[src/verilog/irc_defines.vh]
// Constants for the infrared carrier generator: register map, field positions,
// reset values and division ratios.
// Assumes inclusion by bare name from the design files only.
`ifndef IRC_DEFINES_VH
`define IRC_DEFINES_VH

// The printed offset 0x6 is not a multiple of four, so it is kept as an index.
`define IRC_CTRL_INDEX        4'h6
`define IRC_CTRL_ADDR         12'h018
// Extra read-only status word holding the live carrier state.
`define IRC_STAT_INDEX        4'h7
`define IRC_STAT_ADDR         12'h01C

// Field positions inside the control register.
`define IRC_BIT_ENABLE        0
`define IRC_BIT_FREQ57        1
`define IRC_BIT_POLARITY      2
`define IRC_BIT_XTAL358       7

// Reset value of the control register.
`define IRC_CTRL_RESET        8'h00

// Oscillator pre-divide ratios.
`define IRC_PREDIV_RC_LOW     8'h04
`define IRC_PREDIV_RC_HIGH    8'h05
`define IRC_PREDIV_XTAL       8'h01

// Carrier division ratios.
`define IRC_DIV_57K_FULL      8'h40
`define IRC_DIV_38K_FULL      8'h60
`define IRC_DIV_57K_455K      8'h08
`define IRC_DIV_38K_455K      8'h0C

`endif

[src/verilog/irc_divider.v]
// Programmable divide-by-N counter producing a one-cycle tick every N input ticks.
// Assumes a single clock and an active-low asynchronous reset.
`default_nettype none

module irc_divider #(
   parameter WIDTH = 8                       // Counter width.
) (
   input  wire             clk_in,           // System clock.
   input  wire             reset_n_in,       // Asynchronous reset, active low.
   input  wire             restart_in,       // Synchronous restart of the count.
   input  wire             tick_in,          // Count enable pulse.
   input  wire [WIDTH-1:0] ratio_in,         // Division ratio, at least one.
   output reg              tick_out,         // One-cycle pulse every ratio ticks.
   output reg  [WIDTH-1:0] count_out         // Current count, for half-point compare.
);

   // Counts input ticks and wraps at the ratio; a ratio change takes effect at the next input tick.
   always @(posedge clk_in or negedge reset_n_in) begin
      if (!reset_n_in) begin
         count_out <= {WIDTH{1'b0}};
         tick_out  <= 1'b0;
      end else if (restart_in) begin
         // Restart puts the phase back to zero so the first period is whole.
         count_out <= {WIDTH{1'b0}};
         tick_out  <= 1'b0;
      end else if (tick_in) begin
         if (count_out >= ratio_in - {{(WIDTH-1){1'b0}}, 1'b1}) begin
            count_out <= {WIDTH{1'b0}};
            tick_out  <= 1'b1;
         end else begin
            count_out <= count_out + {{(WIDTH-1){1'b0}}, 1'b1};
            tick_out  <= 1'b0;
         end
      end else begin
         tick_out <= 1'b0;
      end
   end

endmodule // irc_divider

`default_nettype wire

[src/verilog/irc_carrier_top.v]
// Infrared carrier generator with an APB slave holding its control register.
// Assumes clk_in is the high oscillator clock; oscillator mode arrives as static inputs.
//
// Our own choice: the APB interface to the registers.
`default_nettype none
`include "irc_defines.vh"

module irc_carrier_top (
   input  wire        clk_in,                 // High oscillator clock.
   input  wire        reset_n_in,             // Asynchronous chip reset, active low.
   input  wire        psel_in,                // APB select.
   input  wire        penable_in,             // APB enable.
   input  wire        pwrite_in,              // APB direction, high for write.
   input  wire [11:0] paddr_in,               // APB byte address.
   input  wire [31:0] pwdata_in,              // APB write data.
   input  wire [3:0]  pstrb_in,               // APB byte strobes.
   output reg  [31:0] prdata_out,             // APB read data.
   output reg         pready_out,             // APB ready.
   output reg         pslverr_out,            // APB error for unmapped addresses.
   input  wire        internal_rc_oscillator_in, // High when the internal RC is the oscillator.
   input  wire        rc_high_range_in,       // High for the 19.2 or 20.8 MHz RC settings.
   input  wire        pin_data_in,            // Data written to the IR I/O pin.
   output reg         ir_out,                 // Gated carrier toward the emitter.
   output reg         ir_oe_out               // High while the block drives the pin.
);

   // Control register and derived fields.
   reg  [7:0] carrier_control_reg;            // Write-only control byte.
   reg  [7:0] carrier_control_next;           // Its next value.
   wire       carrier_output_enable   = carrier_control_reg[`IRC_BIT_ENABLE];
   wire       carrier_freq_select     = carrier_control_reg[`IRC_BIT_FREQ57];
   wire       carrier_polarity_select = carrier_control_reg[`IRC_BIT_POLARITY];
   wire       crystal_type_select     = carrier_control_reg[`IRC_BIT_XTAL358];

   // Carrier generation state.
   reg        enable_d_reg;                   // Enable of the previous cycle.
   reg  [7:0] prediv_ratio;                   // Selected oscillator pre-divide.
   reg  [7:0] carrier_ratio;                  // Selected carrier division ratio.
   reg        carrier_reg;                    // Square wave before gating.
   reg        carrier_next;                   // Its next value.
   wire       restart;                        // Restart both counters.
   wire       pre_tick;                       // Pre-divider output pulse.
   wire       car_tick;                       // Carrier period pulse.
   wire [7:0] pre_count;                      // Pre-divider phase, unused beyond the tick.
   wire [7:0] car_count;                      // Carrier phase used for duty.
   wire       data_active;                    // Pin data in the emitting state.

   // APB state machine, one-hot.
   localparam [2:0] ST_IDLE   = 3'b001;      // Waiting for a setup phase.
   localparam [2:0] ST_ACCESS = 3'b010;      // Answer being given this cycle.
   localparam [2:0] ST_DONE   = 3'b100;      // Transfer finished, ready drops.
   reg  [2:0] state_reg;                      // Current bus state.
   reg  [2:0] state_next;                     // Next bus state.
   reg [31:0] prdata_next;                    // Next read data.
   reg        pready_next;                    // Next ready.
   reg        pslverr_next;                   // Next error flag.
   wire       addr_ctrl = (paddr_in == `IRC_CTRL_ADDR);  // Control word hit.
   wire       addr_stat = (paddr_in == `IRC_STAT_ADDR);  // Status word hit.

   // Bus decode: ready is registered from the setup phase, so no access takes a wait state.
   always @* begin
      state_next           = state_reg;
      carrier_control_next = carrier_control_reg;
      prdata_next          = 32'h00000000;
      pready_next          = 1'b0;
      pslverr_next         = 1'b0;
      case (state_reg)
         ST_IDLE: begin
            // Setup phase seen: answer in the following cycle.
            if (psel_in && !penable_in) begin
               state_next  = ST_ACCESS;
               pready_next = 1'b1;
               if (!addr_ctrl && !addr_stat) begin
                  pslverr_next = 1'b1;
               end else if (addr_stat && !pwrite_in) begin
                  prdata_next = {29'h00000000, ir_out, carrier_reg, carrier_output_enable};
               end
            end
         end
         ST_ACCESS: begin
            // Write takes effect at the edge that samples ready high.
            if (psel_in && penable_in && pwrite_in && addr_ctrl && pstrb_in[0]) begin
               carrier_control_next = {pwdata_in[`IRC_BIT_XTAL358], 4'h0,
                                       pwdata_in[`IRC_BIT_POLARITY:`IRC_BIT_ENABLE]};
            end
            state_next = ST_DONE;
         end
         ST_DONE: begin
            // A back-to-back setup phase is caught here as well.
            if (psel_in && !penable_in) begin
               state_next  = ST_ACCESS;
               pready_next = 1'b1;
               if (!addr_ctrl && !addr_stat) begin
                  pslverr_next = 1'b1;
               end else if (addr_stat && !pwrite_in) begin
                  prdata_next = {29'h00000000, ir_out, carrier_reg, carrier_output_enable};
               end
            end else begin
               state_next = ST_IDLE;
            end
         end
         default: begin
            state_next = ST_IDLE;
         end
      endcase
   end

   // Bus registers. The control word is write-only, so a read of it returns zero.
   always @(posedge clk_in or negedge reset_n_in) begin
      if (!reset_n_in) begin
         state_reg           <= ST_IDLE;
         carrier_control_reg <= `IRC_CTRL_RESET;
         prdata_out          <= 32'h00000000;
         pready_out          <= 1'b0;
         pslverr_out         <= 1'b0;
      end else begin
         state_reg           <= state_next;
         carrier_control_reg <= carrier_control_next;
         prdata_out          <= prdata_next;
         pready_out          <= pready_next;
         pslverr_out         <= pslverr_next;
      end
   end

   // Ratio selection from oscillator mode and crystal type.
   always @* begin
      if (internal_rc_oscillator_in) begin
         // Crystal type is not consulted at all here.
         prediv_ratio  = rc_high_range_in ? `IRC_PREDIV_RC_HIGH
                                          : `IRC_PREDIV_RC_LOW;
         carrier_ratio = carrier_freq_select ? `IRC_DIV_57K_FULL
                                             : `IRC_DIV_38K_FULL;
      end else if (crystal_type_select) begin
         // A 3.58 MHz crystal feeds the carrier divider directly.
         prediv_ratio  = `IRC_PREDIV_XTAL;
         carrier_ratio = carrier_freq_select ? `IRC_DIV_57K_FULL
                                             : `IRC_DIV_38K_FULL;
      end else begin
         prediv_ratio  = `IRC_PREDIV_XTAL;
         carrier_ratio = carrier_freq_select ? `IRC_DIV_57K_455K
                                             : `IRC_DIV_38K_455K;
      end
   end

   // Restart on a rising enable and hold the counters while disabled.
   assign restart = !carrier_output_enable ||
                    (carrier_output_enable && !enable_d_reg);

   // Pre-divider, counting every oscillator clock; nothing else may clock it.
   irc_divider #(
      .WIDTH      (8)
   ) u_prediv (
      .clk_in     (clk_in),
      .reset_n_in (reset_n_in),
      .restart_in (restart),
      .tick_in    (1'b1),
      .ratio_in   (prediv_ratio),
      .tick_out   (pre_tick),
      .count_out  (pre_count)
   );

   // Carrier divider, counting pre-divider ticks.
   irc_divider #(
      .WIDTH      (8)
   ) u_cardiv (
      .clk_in     (clk_in),
      .reset_n_in (reset_n_in),
      .restart_in (restart),
      .tick_in    (pre_tick),
      .ratio_in   (carrier_ratio),
      .tick_out   (car_tick),
      .count_out  (car_count)
   );

   // High for the first half of the period; even ratios give exactly half duty.
   always @* begin
      carrier_next = (car_count < {1'b0, carrier_ratio[7:1]});
   end

   // Pin data polarity: polarity one emits while the data is low.
   assign data_active = carrier_polarity_select ? !pin_data_in : pin_data_in;

   // Output stage. The pin is driven only while enabled, so the port stays usable as I/O.
   always @(posedge clk_in or negedge reset_n_in) begin
      if (!reset_n_in) begin
         enable_d_reg <= 1'b0;
         carrier_reg  <= 1'b0;
         ir_out       <= 1'b0;
         ir_oe_out    <= 1'b0;
      end else begin
         enable_d_reg <= carrier_output_enable;
         carrier_reg  <= carrier_output_enable && carrier_next;
         ir_out       <= carrier_output_enable && carrier_reg && data_active;
         ir_oe_out    <= carrier_output_enable;
      end
   end

endmodule // irc_carrier_top

`default_nettype wire

[config.mk]
export PLATFORM = sky130hd
export DESIGN_NAME = irc_carrier_top
export DESIGN_NICKNAME = d
export VERILOG_FILES = /design/src/verilog/irc_divider.v /design/src/verilog/irc_carrier_top.v
export VERILOG_INCLUDE_DIRS = /design/src /design/src/verilog
export SDC_FILE = /design/constraint.sdc
export NUM_CORES = 1
export LEC_CHECK = 0
export BUFFER_PORTS_ARGS = -buffer_cell sky130_fd_sc_hd__buf_2
export CAP_MARGIN = 30
export CORE_AREA = 3 3 103 81
export CTS_CLUSTER_SIZE = 10
export DETAILED_ROUTE_END_ITERATION = 12
export DIE_AREA = 0 0 106 84
export GPL_ROUTABILITY_DRIVEN = 0
export SKIP_CTS_REPAIR_TIMING = 1
export SLEW_MARGIN = 20
export SYNTH_ARGS = -nofsm -noshare
export SYNTH_HDL_FRONTEND = slang
export SYNTH_SLANG_ARGS = --single-unit
[constraint.sdc]
create_clock -name clk_in -period 1.5 [get_ports clk_in]
set_clock_uncertainty 0.05 [all_clocks]
set_input_delay 0.15 -clock clk_in [delete_from_list [all_inputs] [get_ports clk_in]]
set_output_delay 0.15 -clock clk_in [all_outputs]
set_load 0.01 [all_outputs]
==> flow_metrics.tcl, run 1 <==
set metrics [dict create \
    synthesis.yosys.warnings 0 \
    startpoint_type "register" \
    via_count 1383 \
    p_sw_share_pct 23.7 \
    dpl_cell_area_mm2 0.00218 \
    p_clk_share_pct 43.6 \
    finalSetupViolCount 9 \
    layout_setup_ws_ps -206 \
    coreArea_mm2 0.00730 \
    first_global_vias 1299 \
    max_freq_mhz 586 \
    antenna_cells 0 \
    pre_cts_slack_ps -254 \
    drt_wl_total_mm 4.19 \
    crit_start "carrier_control_reg[7]" \
    port_buffers 31 \
    cts-root-buf "clkbuf_8" \
    reg2reg_from "carrier_control_reg[7]" \
    critPathKind "register to register" \
    slowest_delay_ps 460 \
    ios 92 \
    async_flop_share_pct 100 \
    power_mw 1.89 \
    stdcell_count 343 \
    rows 27 \
    status "finished with violations" \
    powerDensity_mw_per_mm2 747 \
    crit_chain "nor2_4, inv_2, nand2_2, ha_4, a21oi_4, o211ai_1, o22a_4, nor2_1" \
    antenna_found_initial 0 \
    cts_tree "built" \
    viasPerCell 4.03 \
    crit_arrival_ps 1870 \
    dieWidth_um 106 \
    grt_first_pass_wirelength_mm 6.33 \
    cts_num_sinks 32 \
    cts_buffer_depth 2 \
    internal-power_mw 1.45 \
    maxSlewViolCount 0 \
    p_leak_nw 1.20 \
    failed_checks "negative setup slack" \
    antenna_left 0 \
    drc 0 \
    ys_types 45 \
    synthCells 175 \
    syn_area_mm2 0.00183 \
    grt_max_degree 33 \
    design_area_mm2 0.00254 \
    dp_cells 329 \
    avgSynthCellArea_um2 10.4 \
    hold_class "primary input to register" \
    grtUsageTotal_pct 8.93 \
    grt_remaining_overflow 0 \
    tns_ps -1570 \
    holdCritStartpoint "penable_in" \
    synth_edf_count 0 \
    hold_viol 0 \
    netSwitchingPower_mw 0.449 \
    clkSlewWorstSetupHoldPaths_ps 70 \
    endpoint_kind "register" \
    drt_iter0_markers 49 \
    insertion_delay_ps 290 \
    yosys_most_used_dff "dfrtp_1" \
    grt_setup_unrepaired "yes" \
    first_pass_iters 4 \
    cpMaxStageDelayCell "dfrtp_2" \
    initial_core_util_pct 25.0 \
    dieArea_mm2 0.00890 \
    drive_above_1_share_pct 42.1 \
    ir_worst_vdd_v 0.000367 \
    syn2layout_area_growth_pct 38.9 \
    power_frac_seq_pct 46.8 \
    cap_violations 0 \
    required_ps 1670 \
    cts-buffers-inserted 5 \
    crit_fanout 5 \
    fin_nets 310 \
    combPwrFrac_pct 9.6 \
    routedWlPerCell_um 12.2 \
    ys_seq_elements 32 \
    synth_seq_area_share_pct 43.9 \
    place_hpwl_mm 3.15 \
    die_h_um 84 \
    post-route-period-util_pct 114 \
    htreeDepth 2 \
    fin_crit_ps 1710 \
]
synthesized netlist by cell type, drive strengths merged (2+ instances only):
cell	count	area share [%]
a211oi	2	1.1
a21oi	4	1.1
nor2	15	3.1
nor3	6	1.6
mux2	4	2.5
conb	2	0.41
and3b	2	0.96
nand2	9	1.9
and2	5	1.7
nor4b	2	1.3
dfrtp	31	42
nand3	8	2.2
ha	13	8.9
xnor2	6	2.9
inv	2	0.41
xor2	4	1.9
buf	29	12
nor4	3	1.0
o21ai	5	1.6
nor3b	2	1.1
logic make-up after synthesis:
| group | share of synthesized area, % |
|---|---|
| AO/OA/AOI/OAI | 7.61 |
| flip-flops | 43.9 |
| other | 0.411 |
| multiplexers | 2.47 |
| XOR/XNOR | 4.80 |
| AND/OR/NAND/NOR | 19.3 |
| buffers and inverters | 12.5 |
| adder cells (fa/ha/maj) | 8.91 |
cells in the final DEF, fill, tap and decap left out, types with 4 or more instances in the layout:
cell type	count
dfrtp_1	30
nand3_1	7
buf_2	31
ha_1	9
nand2_1	7
nor2_1	12
ha_4	4
xor2_1	4
conb_1	34
clkbuf_8	5
buf_4	24
xnor2_1	5
power by group through the flow:
| stage | sequential, mW | combinational (mW) | clock, mW |
|---|---|---|---|
| floorplan | 0.902 | 0.130 | 0 |
| global placement | 0.900 | 0.150 | 0 |
| detailed placement | 0.901 | 0.154 | 0 |
| CTS | 0.884 | 0.154 | 0.847 |
| global route | 0.887 | 0.203 | 0.881 |
| finish | 0.886 | 0.182 | 0.826 |
stage by stage:
step | utilization (%) | hold WS [ps]
3_5_place_dp | 29.9 | 149
4_1_cts | 31.4 | -161
3_3_place_gp | 29.9 | 140
6_report | 34.8 | 22.0
2_1_floorplan | - | -196
5_1_grt | 34.8 | 29.8
worst paths after layout:
path	endpoint	slack (ps)	cells after the start
max reg2reg	u_cardiv.count_out[4]	-210	8
min in group asynchronous	u_cardiv.count_out[2]	390	3
min reg2reg	prdata_out[1]	420	1
max	u_cardiv.count_out[4]	-210	8
min	state_reg[1]	20	2
max in group asynchronous	state_reg[0]	690	3
worst max-delay path, delay by kind of cell (launching register included):
family                   cells  cell delay [ps]
buffers and inverters        1               60
adder cells (fa/ha/maj)      1              210
AND/OR/NAND/NOR              3              310
AO/OA/AOI/OAI                3              540
flip-flops                   1              460
layer usage:
| metal | GRT usage, % | vias to the layer above | part of all wire, % |
|---|---|---|---|
| met3 | 2.32 | 2 | 3.6 |
| met1 | 13.8 | 671 | 50 |
| met4 | 2.82 | 0 | 0.45 |
| met2 | 11.8 | 28 | 46 |
| li1 | - | 682 | - |
| met5 | 0 | - | 0 |
layout make-up:
| cell class | instances | area, um2 |
|---|---|---|
| Tap cell | 101 | 126 |
| Clock inverter | 2 | 35.0 |
| Sequential cell | 32 | 803 |
| Multi-Input combinational cell | 143 | 1130 |
| Fill cell | 745 | 4760 |
| Clock buffer | 6 | 72.6 |
| Inverter | 2 | 7.51 |
| Timing Repair Buffer | 57 | 357 |
Note: power is estimated with default switching activity, not from simulation.
==> run 2, diff against run 1 <==
- SETUP_SLACK_MARGIN: not set -> 0.3
==> flow_metrics.tcl, run 2 (same netlist as run 1, synthesis figures left out) <==
set metrics [dict create \
    status "finished with violations" \
    failed_checks "negative setup slack" \
    antenna_found_initial 0 \
    coreArea_mm2 0.00730 \
    initial_core_util_pct 25.0 \
    hold_class "primary input to register" \
    design_area_mm2 0.00258 \
    port_buffers 31 \
    rows 27 \
    critPathKind "register to register" \
    insertion_delay_ps 280 \
    dpl_cell_area_mm2 0.00224 \
    layout_setup_ws_ps -197 \
    reg2reg_from "carrier_control_reg[7]" \
    antenna_cells 0 \
    endpoint_kind "register" \
    post-route-period-util_pct 113 \
    cts_num_sinks 32 \
    fillers 769 \
    crit_arrival_ps 1830 \
    ff2ff_setup_slack_ps -200 \
    fin_nets 317 \
    grt_setup_unrepaired "yes" \
    via_count 1392 \
    clkSlewWorstSetupHoldPaths_ps 70 \
    grtUsageTotal_pct 8.44 \
    place_hpwl_mm 3.04 \
    routedWlPerCell_um 11.5 \
    viasPerCell 3.98 \
    ir_worst_vdd_v 0.000349 \
    first_global_vias 1260 \
    powerDensity_mw_per_mm2 736 \
    dieWidth_um 106 \
    max_freq_mhz 589 \
    grt_first_pass_wirelength_mm 6.00 \
    p_leak_nw 1.23 \
    cts-buffers-inserted 5 \
    final_common_cell "conb_1" \
    startpoint_type "register" \
    cts_tree "built" \
    ios 92 \
    drt_wl_total_mm 4.02 \
    required_ps 1640 \
    drc 0 \
    fin_crit_ps 1700 \
    hold_slack_ps 19.7 \
    crit_start "carrier_control_reg[7]" \
    syn2layout_area_growth_pct 41.3 \
    maxSlewViolCount 0 \
    cts_buffer_depth 2 \
    drive_above_1_share_pct 41.8 \
    mostFrequentLayoutCells "conb_1 (34), dfrtp_1 (31), buf_2 (31)" \
    hold_viol 0 \
    drt_iter0_markers 47 \
    dieArea_mm2 0.00890 \
    antenna_left 0 \
    crit_fanout 4 \
    grt_max_degree 33 \
    holdCritStartpoint "penable_in" \
    finalSetupViolCount 9 \
    cts-root-buf "clkbuf_8" \
    cap_violations 0 \
    first_pass_iters 4 \
    htreeDepth 2 \
    die_h_um 84 \
    grt_remaining_overflow 0 \
]
## run 2: cell count changes in the layout (fill, tap and decap cells not counted), moves of 2 or more
cell	delta
nor2_2	+2
buf_6	+2
a21oi_2	-2
buf_4	+5
## run 2: where the power goes
| part | switching [mW] | internal, mW | total [mW] |
|---|---|---|---|
| Sequential | 0.00959 | 0.878 | 0.888 |
| Combinational | 0.106 | 0.0841 | 0.190 |
| Clock | 0.329 | 0.491 | 0.821 |
## run 2: final cells by class
cell class | count | area (um2) | area share (%)
flip-flops and latches | 32 | 802 | 31.1
clock buffers | 5 | 68.8 | 2.67
repair buffers | 64 | 417 | 16.1
well taps | 101 | 126 | 4.90
multi-input cells | 143 | 1120 | 43.3
clock inverters | 3 | 42.5 | 1.65
inverters | 2 | 7.51 | 0.291
## run 2: path summary, 6_finish.rpt
path | end | depth (start not counted)
max | u_cardiv.count_out[0] | 7
max reg2reg | u_cardiv.count_out[0] | 7
max in group asynchronous | state_reg[0] | 3
min reg2reg | prdata_out[1] | 1
min in group asynchronous | carrier_control_reg[0] | 3
min | state_reg[1] | 2
## run 2: per-layer routing
metal / GRT usage [%] / vias to the layer above / wire (um)
met5: 0 / - / 0
met4: 2.47 / 0 / 43
met3: 2.24 / 4 / 201
met2: 11.7 / 37 / 1810
met1: 12.6 / 652 / 1970
li1: - / 699 / -
## run 2: per-stage QoR
| step | utilization [%] | TNS (ps) | worst slack (ps) | instances | power [mW] |
|---|---|---|---|---|---|
| floorplan | - | -480 | -67.2 | 207 | 1.04 |
| global placement | 30.8 | -1890 | -193 | 334 | 1.06 |
| detailed placement | 30.8 | -2910 | -235 | 334 | 1.06 |
| CTS | 32.3 | -2100 | -259 | 342 | 1.88 |
| global route | 35.4 | -2710 | -293 | 350 | 1.99 |
| finish | 35.4 | -1520 | -197 | 350 | 1.90 |
## run 2: worst max-delay path: stages, from the launching register on
cell	delay, ps
dfrtp_1	390
nor2_2	140
and2_1	200
ha_4	230
a21oi_4	170
a21oi_4	90
buf_4	130
o31ai_1	220
==> run 3, diff against run 2 <==
==> constraint.sdc (replaced) <==
create_clock -name clk_in -period 1.5 [get_ports clk_in]
set_clock_uncertainty 0.05 [all_clocks]
set_input_delay 0.075 -clock clk_in [delete_from_list [all_inputs] [get_ports clk_in]]
set_output_delay 0.075 -clock clk_in [all_outputs]
set_load 0.01 [all_outputs]
==> flow_metrics.tcl, run 3 (same netlist as run 1, synthesis figures left out) <==
set metrics [dict create \
    drive_above_1_share_pct 43.0 \
    coreArea_mm2 0.00730 \
    hold_class "primary input to register" \
    insertion_delay_ps 280 \
    cts-buffers-inserted 5 \
    drt-met1-wl_mm 2.02 \
    routedWlPerCell_um 12.4 \
    topRoutingLayerUsed "met4" \
    mostFrequentLayoutCells "conb_1 (34), dfrtp_1 (31), buf_2 (31)" \
    drt_iter0_markers 37 \
    dieArea_mm2 0.00890 \
    design_area_mm2 0.00267 \
    fin_nets 317 \
    crit_fanout 5 \
    finalSetupViolCount 9 \
    power_mw 2.00 \
    required_ps 1620 \
    drc 0 \
    via_count 1451 \
    pre_cts_slack_ps -241 \
    viasPerCell 4.15 \
    cts_num_sinks 32 \
    dp_cells 330 \
    clkSlewWorstSetupHoldPaths_ps 70 \
    rows 27 \
    post-route-period-util_pct 114 \
    maxSlewViolCount 0 \
    cts_tree "built" \
    hold_viol 0 \
    max_freq_mhz 585 \
    hold_slack_ps 48.2 \
    layout_setup_ws_ps -210 \
    ios 92 \
    worstMarginPinSlew_ps 696 \
    endpoint_kind "register" \
    die_h_um 84 \
    initial_core_util_pct 25.0 \
    fillers 756 \
    cts-root-buf "clkbuf_8" \
    tns_ps -1650 \
    wl_met3_um 184 \
    dpl_cell_area_mm2 0.00221 \
    stdcell_count 350 \
    post-route-util_pct 36.6 \
    final_common_cell "conb_1" \
    cts_buffer_depth 2 \
    startpoint_type "register" \
    grt_setup_unrepaired "yes" \
    syn2layout_area_growth_pct 46.1 \
    slew_headroom_pct 53.6 \
    p_leak_nw 1.25 \
    status "finished with violations" \
    ir_worst_vdd_v 0.000385 \
    critPathKind "register to register" \
    powerDensity_mw_per_mm2 750 \
    grt_first_pass_wirelength_mm 6.42 \
    first_pass_iters 4 \
    place_hpwl_mm 3.15 \
    dieWidth_um 106 \
    crit_arrival_ps 1830 \
    antenna_left 0 \
    htreeDepth 2 \
    grt_max_degree 33 \
    port_buffers 31 \
    failed_checks "negative setup slack" \
    antenna_cells 0 \
    met2_wirelength_mm 2.10 \
    cap_violations 0 \
    fin_crit_ps 1710 \
    grt_remaining_overflow 0 \
    antenna_found_initial 0 \
    first_global_vias 1410 \
    grtUsageTotal_pct 8.94 \
    drt_wl_total_mm 4.34 \
]
==> run 3: final timing paths <==
check	start	to	slack (ps)	cells after the start
hold / removal	psel_in	state_reg[1]	50	2
hold reg to reg	ir_out	prdata_out[2]	440	1
setup reg to reg	carrier_control_reg[1]	u_cardiv.count_out[1]	-210	6
max in group asynchronous	reset_n_in	u_prediv.tick_out	620	2
min in group asynchronous	reset_n_in	state_reg[2]	330	2
setup / recovery	carrier_control_reg[1]	u_cardiv.count_out[1]	-210	6
==> run 3: cell type report <==
| class | instances | area, um2 | share of cell area (%) |
|---|---|---|---|
| clock buffer | 7 | 96.3 | 3.61 |
| sequential | 32 | 802 | 30.1 |
| inverter | 2 | 7.51 | 0.281 |
| tap | 101 | 126 | 4.74 |
| multi-input combinational | 143 | 1180 | 44.2 |
| clock inverter | 1 | 30.0 | 1.13 |
| timing repair buffer | 64 | 425 | 15.9 |
==> run 3: power by group <==
| part | switching (mW) | leakage [nW] | internal (mW) | total (mW) |
|---|---|---|---|---|
| Sequential | 0.00996 | 0.435 | 0.879 | 0.889 |
| Combinational | 0.117 | 0.755 | 0.0940 | 0.211 |
| Clock | 0.314 | 0.0645 | 0.586 | 0.900 |
==> run 3: routing by layer <==
metal	vias up	GRT usage [%]
met5	-	0
met2	47	13.8
li1	697	-
met4	0	2.94
met3	6	2.09
met1	701	12.3
==> run 3: critical path, cell delays in order, from the launching register on <==
cell	delay (ps)
dfrtp_1	430
o21bai_4	210
ha_4	270
nand4_1	130
a21oi_4	210
nor2_1	70
a22o_1	220
